`src/common/afe_ctrl_defines.svh`:
```
// Register offsets, field positions, reset values and divider constants
// for the analog front-end control block.
// Assumes an 8-bit register address space and 8-bit register data.
`ifndef AFE_CTRL_DEFINES_SVH
`define AFE_CTRL_DEFINES_SVH

// ----------------------------------------------------------------------
// Register offsets
// ----------------------------------------------------------------------
`define AMP_MODE_ADDR       8'h90
`define AMP_CHANNEL_ADDR    8'h91
`define CHOPPER_CLK_ADDR    8'h92
`define PUMP_MODE_ADDR      8'h94
`define PUMP_CLK_ADDR       8'h96

// ----------------------------------------------------------------------
// Reset values
// ----------------------------------------------------------------------
`define AMP_MODE_RESET      7'h0E
`define AMP_CHANNEL_RESET   3'h0
`define CHOPPER_CODE_RESET  3'h0
`define PUMP_CODE_RESET     4'h0
`define PUMP_CTRL_RESET     6'h00

// ----------------------------------------------------------------------
// Amplifier mode and channel fields
// ----------------------------------------------------------------------
`define AMP_ENABLE_BIT      0
`define GAIN_LSB            1
`define GAIN_MSB            3
`define LOW_FREQ_LSB        4
`define LOW_FREQ_MSB        5
`define BANDGAP_BIT         6
`define GAIN_LAST_VALID     3'h3
`define GAIN_UNITY          3'h7
`define CHANNEL_LAST_VALID  3'h3
`define CHANNEL_TEMP_SENSOR 3'h5

// ----------------------------------------------------------------------
// Pump mode fields
// ----------------------------------------------------------------------
`define PUMP_REG_BIT        0
`define PUMP_ON_BIT         1
`define PUMP_AUTO_BIT       2
`define REGULATOR_BIT       3
`define COMMON_MODE_BIT     4
`define EXCITATION_BIT      5
`define PUMP_STATUS_BIT     6

// ----------------------------------------------------------------------
// Clock dividers
// ----------------------------------------------------------------------
`define PUMP_PRESCALE_LOG2  2
`define PUMP_CODE_W         4
`define PUMP_CNT_W          17
`define CHOP_PRESCALE_LOG2  5
`define CHOP_CODE_W         3
`define CHOP_CNT_W          12

`endif

```
`src/common/afe_ctrl_pkg.sv`:
```
// Types shared by the analog front-end control block.
// Assumes the constants header is compiled alongside.
package afe_ctrl_pkg;

    typedef enum logic [1:0] {
        PUMP_OFF,
        PUMP_ON,
        PUMP_AUTO
    } pump_mode_type;

    typedef struct packed {
        logic [6:0]    amp_mode;
        logic [2:0]    channel;
        logic [2:0]    chop_code;
        logic [3:0]    pump_code;
        logic [5:0]    pump_ctrl;
        logic          supply_meta;
        logic          supply_sync;
        pump_mode_type mode;
        logic          pump_run;
        logic [7:0]    rdata;
    } main_state_type;

endpackage

```
`src/verilog/clk_divider.sv`:
```
// Glitch-free power-of-two clock divider for the analog clocks.
// Assumes the code input comes from a register on the same clock.
`timescale 1ns/1ps
`include "afe_ctrl_defines.svh"

module clk_divider
    import afe_ctrl_pkg::*;
#(
    parameter int BASE_LOG2 = 2,
    parameter int CODE_W    = 4,
    parameter int CNT_W     = 17
) (
    input  wire logic              ref_clk,
    input  wire logic              resetn,
    input  wire logic [CODE_W-1:0] code,
    output logic                   clk_out
);

    typedef struct packed {
        logic [CNT_W-1:0]  cnt;
        logic [CODE_W-1:0] code;
        logic              out;
    } div_state_type;

    div_state_type    s_ff;
    div_state_type    nxt_s;
    logic [CNT_W-1:0] mask;
    logic             wrap;

    // ------------------------------------------------------------------
    // Divider
    // ------------------------------------------------------------------
    // A new code is taken only at the end of a full period, so the output
    // never shows a short high or low phase when software changes it.
    always_comb begin
        mask  = CNT_W'((33'h1 << (BASE_LOG2 + int'(s_ff.code))) - 33'h1);
        wrap  = (s_ff.cnt == mask);
        nxt_s = s_ff;
        if (wrap) begin
            nxt_s.cnt  = '0;
            nxt_s.code = code; // [RL20]
        end else begin
            nxt_s.cnt = s_ff.cnt + CNT_W'(1); // [RL1] [RL14]
        end
        nxt_s.out = |(nxt_s.cnt & ~(mask >> 1));
    end

    always_ff @(posedge ref_clk) begin
        if (!resetn) begin
            s_ff <= '0; // [RL20]
        end else begin
            s_ff <= nxt_s;
        end
    end

    assign clk_out = s_ff.out;

    // ------------------------------------------------------------------
    // Checks
    // ------------------------------------------------------------------
    logic [CNT_W:0]    gap_ff;
    logic [CODE_W-1:0] gap_code_ff;
    logic              seen_ff;
    logic              out_d_ff;
    logic              fell;

    assign fell = out_d_ff & ~s_ff.out;

    always_ff @(posedge ref_clk) begin
        if (!resetn) begin
            gap_ff      <= '0;
            gap_code_ff <= '0;
            seen_ff     <= 1'b0;
            out_d_ff    <= 1'b0;
        end else begin
            out_d_ff <= s_ff.out;
            if (fell) begin
                gap_ff      <= '0;
                gap_code_ff <= s_ff.code;
                seen_ff     <= 1'b1;
            end else begin
                gap_ff <= gap_ff + (CNT_W+1)'(1);
            end
        end
    end
endmodule

```
`src/verilog/code_hold.sv`:
```
// Holds the last valid analog selection code while a reserved one is set.
// Assumes the accept input is decoded from the same register as code.
`timescale 1ns/1ps
`include "afe_ctrl_defines.svh"

module code_hold
    import afe_ctrl_pkg::*;
#(
    parameter logic [2:0] RESET_CODE = 3'h0
) (
    input  wire logic       ref_clk,
    input  wire logic       resetn,
    input  wire logic [2:0] code,
    input  wire logic       accept,
    output logic [2:0]      held
);

    typedef struct packed {
        logic [2:0] held;
    } hold_state_type;

    hold_state_type s_ff;
    hold_state_type nxt_s;

    always_comb begin
        nxt_s = s_ff;
        if (accept) begin
            nxt_s.held = code; // [RL21]
        end
    end

    always_ff @(posedge ref_clk) begin
        if (!resetn) begin
            s_ff.held <= RESET_CODE;
        end else begin
            s_ff <= nxt_s;
        end
    end

    assign held = s_ff.held;
endmodule

```
`src/verilog/analog_frontend_ctrl_regs.sv`:
```
// Register bank and clock dividers for the analog front end.
// Assumes a single-cycle register port on ref_clk and an asynchronous
// supply comparator level from the analog side.
//
// Local design decision: the strobed register port.
`timescale 1ns/1ps
`include "afe_ctrl_defines.svh"

// How it works
// [RL1] Pump clock is ref_clk/4/2^code.
// [RL2] Pump code: write-only low nibble, resets zero.
// [RL3] Software starts the pump with slow code.
// [RL4] Software targets 13-15 kHz, 2 kHz slow.
// [RL5] Software follows the analog power-up order.
// [RL6] Software speeds pump clock once stable.
// [RL7] Dry cells allow shorter pump delays.
// [RL8] Mode bit 0 enables the amplifier.
// [RL9] Bits 3..1 select gain; some reserved.
// [RL10] Unity gain may run with amplifier off.
// [RL11] Software always sets low-frequency field 11.
// [RL12] Mode bit 6 enables band-gap, set first.
// [RL13] Slow clock only allowed at unity gain.
// [RL14] Chopper clock is ref_clk/32/2^code.
// [RL15] Chopper code: write-only bits 2..0, reset zero.
// [RL16] Software targets about 2 kHz chopper clock.
// [RL17] Channel code routes the amplifier input.
// [RL18] Shorted inputs only for offset measurement.
// [RL19] Pump is off, always on, or automatic.
// [RL20] Dividers restart at reset, switch without glitches.
// [RL21] Reserved codes stored; outputs keep last valid.
module analog_frontend_ctrl_regs
    import afe_ctrl_pkg::*;
(
    input  wire logic    ref_clk,
    input  wire logic    resetn,
    input  wire logic [7:0] addr,
    input  wire logic [7:0] wdata,
    input  wire logic    wr_stb,
    input  wire logic    rd_stb,
    output logic [7:0]   rdata,
    input  wire logic    supply_low,
    output logic         amplifier_enable,
    output logic [2:0]   gain_select,
    output logic [1:0]   chopper_low_freq_sel,
    output logic         bandgap_enable,
    output logic [2:0]   channel_select,
    output logic         chopper_clk,
    output logic         pump_clk,
    output pump_mode_type pump_mode,
    output logic         pump_run,
    output logic         pump_regulator_enable,
    output logic         regulator_enable_flag,
    output logic         common_mode_enable_flag,
    output logic         excitation_enable_flag
);

    main_state_type s_ff;
    main_state_type nxt_s;
    logic           gain_ok;
    logic           chan_ok;

    // ------------------------------------------------------------------
    // Register access and pump mode decode
    // ------------------------------------------------------------------
    always_comb begin
        pump_mode_type mode_v;
        mode_v      = PUMP_OFF;
        nxt_s       = s_ff;
        nxt_s.rdata = 8'h00;
        if (wr_stb) begin
            case (addr)
                `AMP_MODE_ADDR:    nxt_s.amp_mode  = wdata[6:0]; // [RL8]
                `AMP_CHANNEL_ADDR: nxt_s.channel   = wdata[2:0]; // [RL17]
                `CHOPPER_CLK_ADDR: nxt_s.chop_code = wdata[2:0]; // [RL15]
                `PUMP_MODE_ADDR:   nxt_s.pump_ctrl = wdata[5:0]; // [RL19]
                `PUMP_CLK_ADDR:    nxt_s.pump_code = wdata[3:0]; // [RL2]
                default: ;
            endcase
        end
        // Write-only and unmapped offsets read back as zero.
        if (rd_stb) begin
            case (addr)
                `AMP_MODE_ADDR:    nxt_s.rdata = {1'b0, s_ff.amp_mode};
                `AMP_CHANNEL_ADDR: nxt_s.rdata = {5'h00, s_ff.channel};
                `PUMP_MODE_ADDR:
                    nxt_s.rdata = {1'b0, s_ff.pump_run, s_ff.pump_ctrl};
                default:           nxt_s.rdata = 8'h00; // [RL2] [RL15]
            endcase
        end
        // The always-on bit wins over auto; with neither the regulator
        // runs from the raw supply and the pump stays off.
        if (s_ff.pump_ctrl[`PUMP_REG_BIT]) begin
            if (s_ff.pump_ctrl[`PUMP_ON_BIT]) begin
                mode_v = PUMP_ON; // [RL19]
            end else if (s_ff.pump_ctrl[`PUMP_AUTO_BIT]) begin
                mode_v = PUMP_AUTO; // [RL19]
            end
        end
        nxt_s.mode        = mode_v;
        nxt_s.pump_run    = (mode_v == PUMP_ON) ||
                            ((mode_v == PUMP_AUTO) && s_ff.supply_sync);
        nxt_s.supply_meta = supply_low;
        nxt_s.supply_sync = s_ff.supply_meta;
    end

    always_ff @(posedge ref_clk) begin
        if (!resetn) begin
            s_ff           <= '0;
            s_ff.amp_mode  <= `AMP_MODE_RESET;
            s_ff.channel   <= `AMP_CHANNEL_RESET;
            s_ff.chop_code <= `CHOPPER_CODE_RESET; // [RL15]
            s_ff.pump_code <= `PUMP_CODE_RESET; // [RL2]
            s_ff.pump_ctrl <= `PUMP_CTRL_RESET;
            s_ff.mode      <= PUMP_OFF;
        end else begin
            s_ff <= nxt_s;
        end
    end

    // ------------------------------------------------------------------
    // Analog selections
    // ------------------------------------------------------------------
    assign gain_ok = (s_ff.amp_mode[`GAIN_MSB:`GAIN_LSB] <=
                      `GAIN_LAST_VALID) ||
                     (s_ff.amp_mode[`GAIN_MSB:`GAIN_LSB] == `GAIN_UNITY);
    assign chan_ok = (s_ff.channel <= `CHANNEL_LAST_VALID) ||
                     (s_ff.channel == `CHANNEL_TEMP_SENSOR);

    code_hold #(
        .RESET_CODE (`GAIN_UNITY)
    ) u_gain_hold (
        .ref_clk (ref_clk),
        .resetn  (resetn),
        .code    (s_ff.amp_mode[`GAIN_MSB:`GAIN_LSB]),
        .accept  (gain_ok), // [RL9] [RL21]
        .held    (gain_select)
    );

    code_hold #(
        .RESET_CODE (`AMP_CHANNEL_RESET)
    ) u_chan_hold (
        .ref_clk (ref_clk),
        .resetn  (resetn),
        .code    (s_ff.channel),
        .accept  (chan_ok), // [RL17] [RL21]
        .held    (channel_select)
    );

    // ------------------------------------------------------------------
    // Clock dividers
    // ------------------------------------------------------------------
    clk_divider #(
        .BASE_LOG2 (`PUMP_PRESCALE_LOG2),
        .CODE_W    (`PUMP_CODE_W),
        .CNT_W     (`PUMP_CNT_W)
    ) u_pump_div (
        .ref_clk (ref_clk),
        .resetn  (resetn),
        .code    (s_ff.pump_code), // [RL1]
        .clk_out (pump_clk)
    );

    clk_divider #(
        .BASE_LOG2 (`CHOP_PRESCALE_LOG2),
        .CODE_W    (`CHOP_CODE_W),
        .CNT_W     (`CHOP_CNT_W)
    ) u_chop_div (
        .ref_clk (ref_clk),
        .resetn  (resetn),
        .code    (s_ff.chop_code), // [RL14]
        .clk_out (chopper_clk)
    );

    assign rdata                   = s_ff.rdata;
    assign amplifier_enable        = s_ff.amp_mode[`AMP_ENABLE_BIT]; // [RL8]
    assign chopper_low_freq_sel    =
        s_ff.amp_mode[`LOW_FREQ_MSB:`LOW_FREQ_LSB];
    assign bandgap_enable          = s_ff.amp_mode[`BANDGAP_BIT]; // [RL12]
    assign pump_mode               = s_ff.mode;
    assign pump_run                = s_ff.pump_run;
    assign pump_regulator_enable   = s_ff.pump_ctrl[`PUMP_REG_BIT];
    assign regulator_enable_flag   = s_ff.pump_ctrl[`REGULATOR_BIT];
    assign common_mode_enable_flag = s_ff.pump_ctrl[`COMMON_MODE_BIT];
    assign excitation_enable_flag  = s_ff.pump_ctrl[`EXCITATION_BIT];
endmodule

```
`config.mk`:
```
export PLATFORM = sky130hd
export DESIGN_NAME = analog_frontend_ctrl_regs
export DESIGN_NICKNAME = d
export VERILOG_FILES = /design/src/common/afe_ctrl_pkg.sv /design/src/verilog/clk_divider.sv /design/src/verilog/code_hold.sv /design/src/verilog/analog_frontend_ctrl_regs.sv
export VERILOG_INCLUDE_DIRS = /design/src /design/src/common
export SDC_FILE = /design/constraint.sdc
export NUM_CORES = 1
export LEC_CHECK = 0
export ABC_AREA = 1
export ABC_CLOCK_PERIOD_IN_PS = 3720
export BUFFER_PORTS_ARGS = -buffer_cell sky130_fd_sc_hd__buf_4
export CAP_MARGIN = 20
export CORE_MARGIN = 2
export CORE_UTILIZATION = 44
export DETAILED_ROUTE_END_ITERATION = 8
export PLACE_DENSITY = 0.63
export SLEW_MARGIN = 15
export SYNTH_ARGS = -nofsm -noshare
export SYNTH_HDL_FRONTEND = slang
export SYNTH_SLANG_ARGS = --single-unit
```
`constraint.sdc`:
```
create_clock -name ref_clk -period 3.72 [get_ports ref_clk]
set_input_delay 0.372 -clock ref_clk [delete_from_list [all_inputs] [get_ports ref_clk]]
set_output_delay 0.372 -clock ref_clk [all_outputs]
set_load 0.01 [all_outputs]
```
==> out/metrics.cfg <==
[placed_design]
hpwlAfterDp_um = 9968
numPortBuffers = 45
gp_congestion = 0.9225
placed_cells = 973

[synthesis]
syn_area_per_cell_um2 = 6.295
synth_top_area_cell = dfxtp_1
ys_ff_latch = 79
yosys_warnings = 0
syn_inst = 807
syn_area_mm2 = 0.005080
synth_top_area_share = 0.3113
syn-num-nets = 835
ys_types = 38
ys_seq_area_frac = 0.3113
synthTopCellsByArea = dfxtp_1, nand2_1, nand3_1

[critical_path]
path_class = reg2reg
crit_fanout = 18
crit_path_end_kind = register
start_kind = register
critPathArrivalTime_ns = 3.52
crit_required_ns = 3.95

[sta]
hold_viol = 0
finalMaxSlewViolations = 0
slew_headroom = 0.5810
rsz0062_at_grt = no
max_freq_mhz = 303.6
fin_tns_setup_ns = 0
finClkSkew_ns = 0.009194
max_slew.worst_pin.slew_ns = 0.6262
setup_viol = 0
whs_ns = 0.2102
min_period_ns = 3.293
fin_crit_sh = 0.8853

[grt]
grt_usage = 0.2169
grt_pass1_vias = 4874
grt_remaining_overflow = 0
antenna_found_initial = 0
grt_start_max_net_pins = 40
grt_pass1_wl_um = 22200

[cts]
max-clock-path-buffers = 2
clk_pin_slew_ns = 0.07
cts_made_buffers = 9
clkLatencyLatePin_ns = 0.35
cts_sinks = 79
root_buffer = clkbuf_16
ctsHoldBuffers = 0
htreeDepth = 3
cts_tree = done

[final_layout]
drive_above_1_share = 0.1299
area_growth_pct = 14.83
final_util = 0.5153
diodes = 0
layout.nets = 870
stdcell_count = 990

[outcome]
status = completed

[routing]
drc = 0
drt_iter0_drc = 270
dr.pass1.iters = 5
drt_wl_total_um = 12720
viasPerCell = 4.982
antenna_left = 0
via_count = 4932
wl_per_cell_um = 12.85

[die]
die-area_mm2 = 0.01242
coreArea_mm2 = 0.01132
die_h_um = 111.5
row_count = 39
ios = 48
start_util = 0.4487
die_w_um = 111.5

[power_and_ir_drop]
irDropWorstVdd_uv = 430.9
power_density_mw_per_mm2 = 620.4
p_leak_nw = 2.887

[job]
drv_cap = 0

[worst_hold_path]
hp-class = in2reg

==> cell type report <==
class / count / area [um^2]
inverter: 118 / 447.9
timing repair buffer: 52 / 422.9
fill: 1148 / 5488
clock buffer: 9 / 225.2
multi-input combinational: 582 / 2869
tap: 143 / 178.9
sequential: 79 / 1582
clock inverter: 7 / 107.6
==> Yosys cell counts <==
library cell / count
nor2_1: 108
buf_2: 3
inv_1: 107
nor2_2: 6
buf_1: 1
nand2_4: 4
nand3_1: 86
and3_1: 1
nor2_8: 2
a211oi_1: 1
o21ai_1: 4
xor2_2: 1
o221ai_1: 1
o22ai_1: 1
buf_6: 3
o21ai_0: 39
a21oi_1: 36
nor3_1: 18
clkbuf_1: 7
nand3b_1: 7
nand4_1: 12
nand2_2: 8
dfxtp_1: 79
inv_6: 1
xnor2_1: 5
nor3b_1: 1
nor2_4: 2
buf_4: 14
a221oi_1: 2
ha_1: 7
o211ai_1: 3
conb_1: 1
inv_2: 10
or2_2: 2
nand3_2: 5
nor4b_1: 1
nand2_1: 197
xor2_1: 21
==> sequential cells by signal (all words and copies together) (netlist names), 2 cells and up <==
signal	cells
u_pump_div.s_ff	21
s_ff	16
u_chop_div.s_ff	15
rdata	7
u_chan_hold.held	3
u_gain_hold.held	3
chopper_low_freq_sel	2
pump_mode	2
==> routing by layer <==
metal  vias up  GRT usage  wire length [um]
met3        27    0.05008               449
met2        86     0.3549              5866
met1      2211     0.2779              6090
met5         -          0                 0
met4         0    0.08642               313
li1       2608          -                 -
==> cell usage in the layout, fill, tap and decap left out, types with 2 or more instances in the layout <==
master / count
dfxtp_1: 79
o21ai_0: 39
xnor2_1: 5
inv_1: 107
ha_1: 6
nor2_4: 2
nor2_1: 108
o21ai_1: 4
nand2_2: 8
nand3_1: 86
o211ai_1: 3
clkbuf_16: 9
nand2_1: 197
inv_6: 3
nor2_8: 2
nand4_1: 12
nor2_2: 6
nand3_2: 5
xor2_1: 21
bufinv_16: 2
or2_2: 2
a21oi_1: 36
nor3_1: 18
a221oi_1: 2
inv_8: 2
buf_4: 50
nand2_4: 4
nand3b_1: 7
inv_2: 10
==> where the power goes <==
group	switching (mW)	internal [mW]	total (mW)
Sequential	0.0437	0.889	0.933
Combinational	1.14	0.565	1.70
Clock	0.384	0.602	0.986
Total	1.56	2.06	3.62
==> stage by stage <==
stage,area (um^2),worst slack [ns],power [mW]
after CTS,5803,0.3598,3.624
after global placement,5470,0.4514,2.608
after global routing,5833,0.06410,3.922
after detailed placement,5470,0.4034,2.634
after floorplan,5080,0.8574,2.240
final,5833,0.4265,3.619
==> critical path, stage by stage, from the launching register on <==
cell and delay, ns:
dfxtp_1 0.32, ha_1 0.37, inv_2 0.17, nand3_1 0.15, inv_1 0.13, nand2_1 0.08
ha_1 0.32, xnor2_1 0.13, nor2_1 0.11, nand3_1 0.09, inv_1 0.06, nand2_1 0.06
nor2_1 0.09, nand3_1 0.08, nor2_1 0.14, nand3_2 0.18, buf_12 0.21, nand2_1 0.08
nand2_1 0.06, nor2_1 0.09, nand2_1 0.08, nor2_1 0.10, a21oi_1 0.06
==> cell families after synthesis <==
family	count (synthesis)	synth area share
AOI/OAI and AO/OA	87	0.09015
and+or+nand+nor	460	0.4081
adders and majority gates	7	0.01724
other	1	0.0007382
xor gates and xnor gates	27	0.04803
DFF	79	0.3113
buffers and inverters	146	0.1244
==> worst paths after layout <==
kind                                   start                       endpoint  slack (ns)  cells past startpoint
max          u_pump_div.s_ff[2]$_SDFFE_PN0P_  u_pump_div.clk_out$_SDFF_PN0_        0.43                     22
min                               supply_low           nxt_s[11]$_SDFF_PN0_        0.21                      3
max reg2reg  u_pump_div.s_ff[2]$_SDFFE_PN0P_  u_pump_div.clk_out$_SDFF_PN0_        0.43                     22
min reg2reg             nxt_s[11]$_SDFF_PN0_            s_ff[11]$_SDFF_PN0_        0.42                      2
==> repair_timing <==
action	in CTS	in global routing
endpoints found under the hold margin	0	0
buffers inserted	0	0
gates resized for setup	0	1
setup endpoints to repair	0	1
No activity file was read; power rests on OpenSTA's default activity.
